===== src/verilog/lfm_defines.svh =====
// Constants of the LED fault manager: timing figures and derived counts
`ifndef LFM_DEFINES_SVH
`define LFM_DEFINES_SVH

`define LFM_CLK_MHZ 100
`define LFM_SHORT_FAULT_US 3200
`define LFM_SHORT_FAULT_CYC (`LFM_SHORT_FAULT_US * `LFM_CLK_MHZ)
`define LFM_SOFT_START_US 1000
`define LFM_SOFT_START_CYC (`LFM_SOFT_START_US * `LFM_CLK_MHZ)
`define LFM_NUM_STRINGS 6

`endif


===== src/verilog/lfm_pkg.sv =====
// Types of the LED fault manager
package lfm_pkg;

  typedef enum logic [4:0] {
    LFM_OFF     = 5'h01,
    LFM_CHECK   = 5'h02,
    LFM_SOFT    = 5'h04,
    LFM_RUN     = 5'h08,
    LFM_LATCHED = 5'h10
  } lfm_state_e;

endpackage : lfm_pkg


===== src/verilog/lfm_fault_manager.sv =====
// LED backlight driver fault manager: boost gating and string fault marks
// What this block does
// - Stop boost switching at output over-voltage
// - Restart switching below the recovery threshold
// - Switch only while output sense above floor
// - On over-voltage, mark low-sink strings open
// - Exclude marked strings; lowest active sink regulates
// - Open-marked string recovers when reconnected
// - All strings open latches regulator off
// - Detect short when sink exceeds short level
// - Persistent short disables string after fault time
// - Shorted string recovers once short clears
// - Over-temperature shutdown with hysteretic resume
// - Check sense, supply, temperature before soft start
`timescale 1ns/100ps
`include "lfm_defines.svh"

module lfm_fault_manager
  import lfm_pkg::*;
#(
  parameter int NS = `LFM_NUM_STRINGS,
  parameter int SHORT_CYC = `LFM_SHORT_FAULT_CYC,
  parameter int SOFT_CYC = `LFM_SOFT_START_CYC
) (
  input wire logic clk,
  input wire logic rst_n,
  input wire logic enable,
  input wire logic supplyOk,
  input wire logic senseHigh,
  input wire logic senseRecovered,
  input wire logic senseAboveFloor,
  input wire logic [NS-1:0] sinkLow,
  input wire logic [NS-1:0] sinkHigh,
  input wire logic tempHigh,
  input wire logic tempLow,
  input wire logic [NS-1:0] sinkLowest,
  output logic boostEnable,
  output logic softStart,
  output logic regulatorOn,
  output logic [NS-1:0] stringActive,
  output logic [NS-1:0] stringOpen,
  output logic [NS-1:0] stringShort,
  output logic [NS-1:0] loopSelect,
  output logic ovpStop,
  output logic thermalStop,
  output logic allOpenLatched
);

  localparam int SW = $clog2(SOFT_CYC + 1);

  typedef struct packed {
    lfm_state_e state;
    logic [SW-1:0] softCnt;
    logic output_sense_input;
    logic hot;
    logic [NS-1:0] open;
    logic [NS-1:0] sel;
    logic boost;
  } lfm_state_s;

  lfm_state_s st_q, st_d;
  logic [NS-1:0] shortOff;
  logic runOk;

  ////////////////////////////////////////////////////////////////////////
  // Short qualification, one timer per string

  genvar gi;
  generate
    for (gi = 0; gi < NS; gi++) begin : g_short
      lfm_short_timer #(
        .FAULT_CYC(SHORT_CYC)
      ) u_tmr (
        .clk(clk),
        .rst_n(rst_n),
        .enable(regulatorOn),
        .shortHigh(sinkHigh[gi]),
        .shortOff(shortOff[gi])
      );
    end
  endgenerate

  // Picks lowest-voltage active string; where several sinkLowest bits are set, the lowest-numbered active string wins
  function automatic logic [NS-1:0] pickLoop(
    input logic [NS-1:0] lowest,
    input logic [NS-1:0] active
  );
    logic [NS-1:0] m;
    m = lowest & active;
    pickLoop = '0;
    for (int i = NS - 1; i >= 0; i--) begin
      if (m[i]) begin
        pickLoop = '0;
        pickLoop[i] = 1'b1;
      end
    end
  endfunction : pickLoop

  ////////////////////////////////////////////////////////////////////////
  // Next-state logic

  always_comb begin
    st_d = st_q;
    if (tempHigh) begin
      st_d.hot = 1'b1;
    end else if (tempLow) begin
      st_d.hot = 1'b0;
    end
    if (senseHigh) begin
      st_d.output_sense_input = 1'b1;
    end else if (senseRecovered) begin
      st_d.output_sense_input = 1'b0;
    end
    st_d.open = st_q.open & sinkLow;
    if (senseHigh) begin
      st_d.open = st_q.open | sinkLow;
    end
    st_d.sel = pickLoop(sinkLowest, ~st_d.open & ~shortOff);
    runOk = senseAboveFloor && !st_d.output_sense_input && !st_d.hot;
    st_d.boost = 1'b0;
    case (st_q.state)
      LFM_OFF: begin
        st_d.softCnt = '0;
        st_d.open = '0;
        // Supply must be up as well as enable
        if (enable && supplyOk) begin
          st_d.state = LFM_CHECK;
        end
      end
      LFM_CHECK: begin
        if (senseAboveFloor && supplyOk && !st_q.hot) begin
          st_d.state = LFM_SOFT;
        end
      end
      LFM_SOFT, LFM_RUN: begin
        st_d.boost = runOk;
        if (st_q.state == LFM_SOFT) begin
          if (st_q.softCnt == SW'(SOFT_CYC)) begin
            st_d.state = LFM_RUN;
          end else begin
            st_d.softCnt = st_q.softCnt + SW'(1);
          end
        end
        if (senseHigh && (&sinkLow)) begin
          st_d.state = LFM_LATCHED;
          st_d.boost = 1'b0;
        end
      end
      LFM_LATCHED: begin
        st_d.boost = 1'b0;
      end
      default: begin
        st_d.state = LFM_OFF;
      end
    endcase
    if (st_d.hot && st_q.state != LFM_LATCHED) begin
      st_d.boost = 1'b0;
    end
    // Leaving enable or supply clears the latch
    if (!enable || !supplyOk) begin
      st_d.state = LFM_OFF;
      st_d.boost = 1'b0;
      st_d.open = '0;
    end
  end

  always_ff @(posedge clk) begin
    if (!rst_n) begin
      st_q <= '{state: LFM_OFF, default: '0};
    end else begin
      st_q <= st_d;
    end
  end

  ////////////////////////////////////////////////////////////////////////
  // Outputs

  assign boostEnable = st_q.boost;
  assign softStart = (st_q.state == LFM_SOFT);
  assign regulatorOn = (st_q.state == LFM_SOFT) ||
                       (st_q.state == LFM_RUN);
  assign stringOpen = st_q.open;
  assign stringShort = shortOff;
  assign stringActive = regulatorOn ? (~st_q.open & ~shortOff) : '0;
  assign loopSelect = regulatorOn ? st_q.sel : '0;
  assign ovpStop = st_q.output_sense_input;
  assign thermalStop = st_q.hot;
  assign allOpenLatched = (st_q.state == LFM_LATCHED);

endmodule : lfm_fault_manager


===== src/verilog/lfm_short_timer.sv =====
// Per-string short-fault qualification timer
`timescale 1ns/100ps
`include "lfm_defines.svh"

module lfm_short_timer
  import lfm_pkg::*;
#(
  parameter int FAULT_CYC = `LFM_SHORT_FAULT_CYC
) (
  input wire logic clk,
  input wire logic rst_n,
  input wire logic enable,
  input wire logic shortHigh,
  output logic shortOff
);

  localparam int CW = $clog2(FAULT_CYC + 1);

  typedef struct packed {
    logic [CW-1:0] cnt;
    logic off;
  } lfm_tmr_s;

  lfm_tmr_s st_q, st_d;

  always_comb begin
    st_d = st_q;
    if (!enable || !shortHigh) begin
      st_d.cnt = '0;
      st_d.off = 1'b0;
    end else if (st_q.cnt == CW'(FAULT_CYC)) begin
      st_d.off = 1'b1;
    end else begin
      st_d.cnt = st_q.cnt + CW'(1);
    end
  end

  always_ff @(posedge clk) begin
    if (!rst_n) begin
      st_q <= '0;
    end else begin
      st_q <= st_d;
    end
  end

  assign shortOff = st_q.off;

endmodule : lfm_short_timer


===== config.mk =====
export PLATFORM = sky130hd
export DESIGN_NAME = lfm_fault_manager
export DESIGN_NICKNAME = d
export VERILOG_FILES = /design/src/verilog/lfm_pkg.sv /design/src/verilog/lfm_fault_manager.sv /design/src/verilog/lfm_short_timer.sv
export VERILOG_INCLUDE_DIRS = /design/src /design/src/verilog
export SDC_FILE = /design/constraint.sdc
export NUM_CORES = 1
export LEC_CHECK = 0
export BUFFER_PORTS_ARGS = -buffer_cell sky130_fd_sc_hd__buf_4
export CORE_MARGIN = 2
export CORE_UTILIZATION = 60
export CTS_BUF_LIST = sky130_fd_sc_hd__clkbuf_16
export DETAILED_ROUTE_END_ITERATION = 16
export PLACE_DENSITY = 0.79
export RECOVER_POWER = 50
export SYNTH_ARGS = -nofsm -noshare
export SYNTH_HDL_FRONTEND = slang
export SYNTH_HIERARCHICAL = 1
export SYNTH_SLANG_ARGS = --single-unit

===== constraint.sdc =====
create_clock -name clk -period 2.8 [get_ports clk]
set_input_delay 0.56 -clock clk [delete_from_list [all_inputs] [get_ports clk]]
set_output_delay 0.56 -clock clk [all_outputs]
set_load 0.05 [all_outputs]

==> results.json <==
{
  "worstSetupEndpointType": "primary output",
  "power.net_switching_w": 0.000907,
  "yosysTopAreaCellShare": 0.404,
  "synth_simple_gate_area_frac": 0.354,
  "fp.dieH_um": 118,
  "track_usage": 0.257,
  "antenna_found_initial": 0,
  "finalCriticalPeriod_ps": 2640,
  "place_congestion": 0.895,
  "grt.overflow.total": 0,
  "met3WireLength_um": 832,
  "clock_sinks": 157,
  "synth-compound-area-share": 0.0563,
  "die_area_mm2": 0.0139,
  "syn_inst": 896,
  "synth_cell_types": 52,
  "cp_max_fo": 10,
  "max_slew_margin": 0.545,
  "yosysTopAreaCell": "dfxtp_1",
  "synth_commonest_cells": "dfxtp_1, nor2_1, nand2_1",
  "swShare": 0.203,
  "grt_pass1_vias": 6184,
  "synth_most_common_cell": "dfxtp_1",
  "synth_top_family_by_area": "simple AND/OR/NAND/NOR gates",
  "crit_path_frequent_cell": "buf_4",
  "ys_seq_elements": 157,
  "max_freq_ghz": 0.378,
  "total_power_w": 0.00446,
  "comb_power_share": 0.024,
  "critPathLaunchType": "register",
  "grt_start_max_net_pins": 22,
  "num_io_pins": 57,
  "hp-class": "primary input to register",
  "crit_path_max_incr_delay_ps": 490,
  "topRoutingLayerUsed": "met4",
  "wl_met1_um": 8120,
  "final_net_count": 993,
  "synth_xor_area_frac": 0.0991,
  "irDropWorstVdd_uv": 468,
  "fin_tns_setup_ps": 0,
  "htree_levels": 4,
  "critPathBufInv": 3,
  "place_area_mm2": 0.00832,
  "worstPathArrival_ps": 2080,
  "met2_length_um": 8080,
  "cts_hold_buf": 0,
  "p_clk_frac": 0.473,
  "required_ps": 2240,
  "power_density_mw_per_mm2": 508,
  "clk_pin_slew_ps": 50,
  "ant_nets": 0,
  "rrSetupSlack_ps": 460,
  "crit_family": "simple AND/OR/NAND/NOR gates",
  "finClkSkew_ps": 6.85,
  "synthToLayoutAreaGrowth_pct": 12.9,
  "criticalPathCategory": "register to primary output",
  "fin_crit_sh": 0.945,
  "crit_path_cell_trace": "xnor2_1 -> or4_4 -> inv_1 -> buf_4 -> and2_1 -> buf_4",
  "routedWlPerCell_um": 15.5,
  "p_int_w": 0.00356,
  "async_flop_share": 0,
  "holdWs_ps": 407,
  "initialDrtViolationCount": 471,
  "diodes": 0,
  "wl_um": 17600,
  "pwr-share-seq": 0.504,
  "fp-row-count": 41,
  "netlist_area_mm2": 0.00778,
  "drv_cap": 0,
  "synthMuxAreaShare": 0.0245,
  "synth_area_leaders": "dfxtp_1, xnor2_1, nor2_1",
  "hold_viol_final": 0,
  "yosysSeqAreaShare": 0.404,
  "cts_buffer_depth": 2,
  "die_x_um": 118,
  "initial_core_util": 0.616,
  "port_buffers": 56,
  "grt_first_pass_wirelength_um": 29300,
  "yosysWarnings": 6,
  "cts_buffers": 17,
  "p_leak_nw": 2.83,
  "dr.pass1.iters": 5,
  "avgSynthCellArea_um2": 8.68,
  "final_area_mm2": 0.00878,
  "synth_fp_nets": 937,
  "drive_above_1_share": 0.103,
  "core-area_mm2": 0.0126,
  "grt_setup_unrepaired": "false",
  "clockRootBuffer": "clkbuf_16",
  "status": "completed",
  "synth_edf_count": 0,
  "synth_fa_ha_area_frac": 0.0302,
  "tightest_slew_ps": 676,
  "via_count": 6686,
  "synth_top_flop_cell": "dfxtp_1",
  "cts_tree": "built",
  "final_max_slew_viol_count": 0,
  "crit_slowest_cell": "or4_4",
  "fin_util": 0.696,
  "setup_violations": 0,
  "clock_latency_ps": 420,
  "vias_per_cell": 5.89,
  "hpwl_um": 12500,
  "drc": 0
}
[area by class of cell]
type	instances	area [µm²]
clock buffers	17	425
flip-flops and latches	157	3140
multi-input cells	687	4380
fillers	1074	3840
inverters	25	93.8
clock inverters	14	110
repair buffers	64	417
well taps	172	215
[worst register-to-register path, cell delays in order, from the launching register on]
cell     delay [ps]
dfxtp_1         460
xnor2_1         100
or4_4           490
inv_1           100
buf_4           180
nand3_1         490
nor2_1          260
a41o_2          210
[worst paths after layout]
kind                             startpoint                   endpoint  depth (start not counted)
hold reg to reg   g_short[5].u_tmr/st_q[15]  g_short[5].u_tmr/st_q[15]                          2
hold / removal                     tempHigh                thermalStop                          3
setup reg to reg                   st_q[35]  g_short[0].u_tmr/st_q[19]                          7
setup / recovery                   st_q[35]              loopSelect[0]                          6
[per-stage QoR]
| stage | cells | setup slack, ps |
|---|---|---|
| floorplan | 896 | 152 |
| global placement | 1105 | 492 |
| detailed placement | 1105 | 442 |
| CTS | 1136 | 64.3 |
| global route | 1136 | 57.4 |
| finish | 1136 | 155 |
[layer usage]
metal / track usage / up-vias
li1: - / 3300
met1: 0.343 / 3192
met2: 0.398 / 155
met3: 0.0572 / 39
met4: 0.114 / 0
met5: 0 / -
[power by group through the flow]
stage,Sequential [W],Clock [W],Combinational [W]
finish,0.00225,0.00211,0.000106
global route,0.00225,0.00225,0.000112
CTS,0.00225,0.00214,0.000108
detailed placement,0.00230,0,0.000107
global placement,0.00230,0,0.000106
floorplan,0.00230,0,0.0000451
[cell families (layout without fill, tap and decap cells)]
kind of cell | after synthesis | in the layout
XOR/XNOR | 88 | 88
adder cells (fa/ha/maj) | 20 | 20
buffers and inverters | 52 | 120
multiplexers | 19 | 19
AND/OR/NAND/NOR | 490 | 490
flip-flops | 157 | 157
AO/OA/AOI/OAI | 70 | 70
[cells in the final DEF (no fill, tap or decap), drive strengths merged, types with 2 or more instances in the layout]
cell	n
dfxtp	157
nor2	115
nand2	86
nand3	58
xnor2	53
buf	47
nor3	41
nand4	40
nor4	40
xor2	35
clkbuf	34
inv	26
a21oi	26
mux2i	19
o21ai	16
and2	16
and3	15
nand3b	14
ha	14
or4	13
clkinv	10
or3	9
a31oi	8
nor4b	8
and4	8
o31ai	7
nor2b	6
maj3	6
or2	6
a41o	6
o21a	6
nor3b	5
or3b	3
nand2b	2
and3b	2
bufinv	2
[flip-flops by register name, indices dropped and copies added, names as in the netlist]
register	count
boostEnable	1
g_short.u_tmr/shortOff	6
g_short.u_tmr/st_q	114
ovpStop	1
st_q	28
stringOpen	6
thermalStop	1
[what timing repair did]
| action | CTS | global route |
|---|---|---|
| gates resized for setup | 0 | 1 |
| setup endpoints to repair | 0 | 8 |
| buffers inserted | 0 | 0 |
Note: power is estimated with default switching activity, not from simulation.
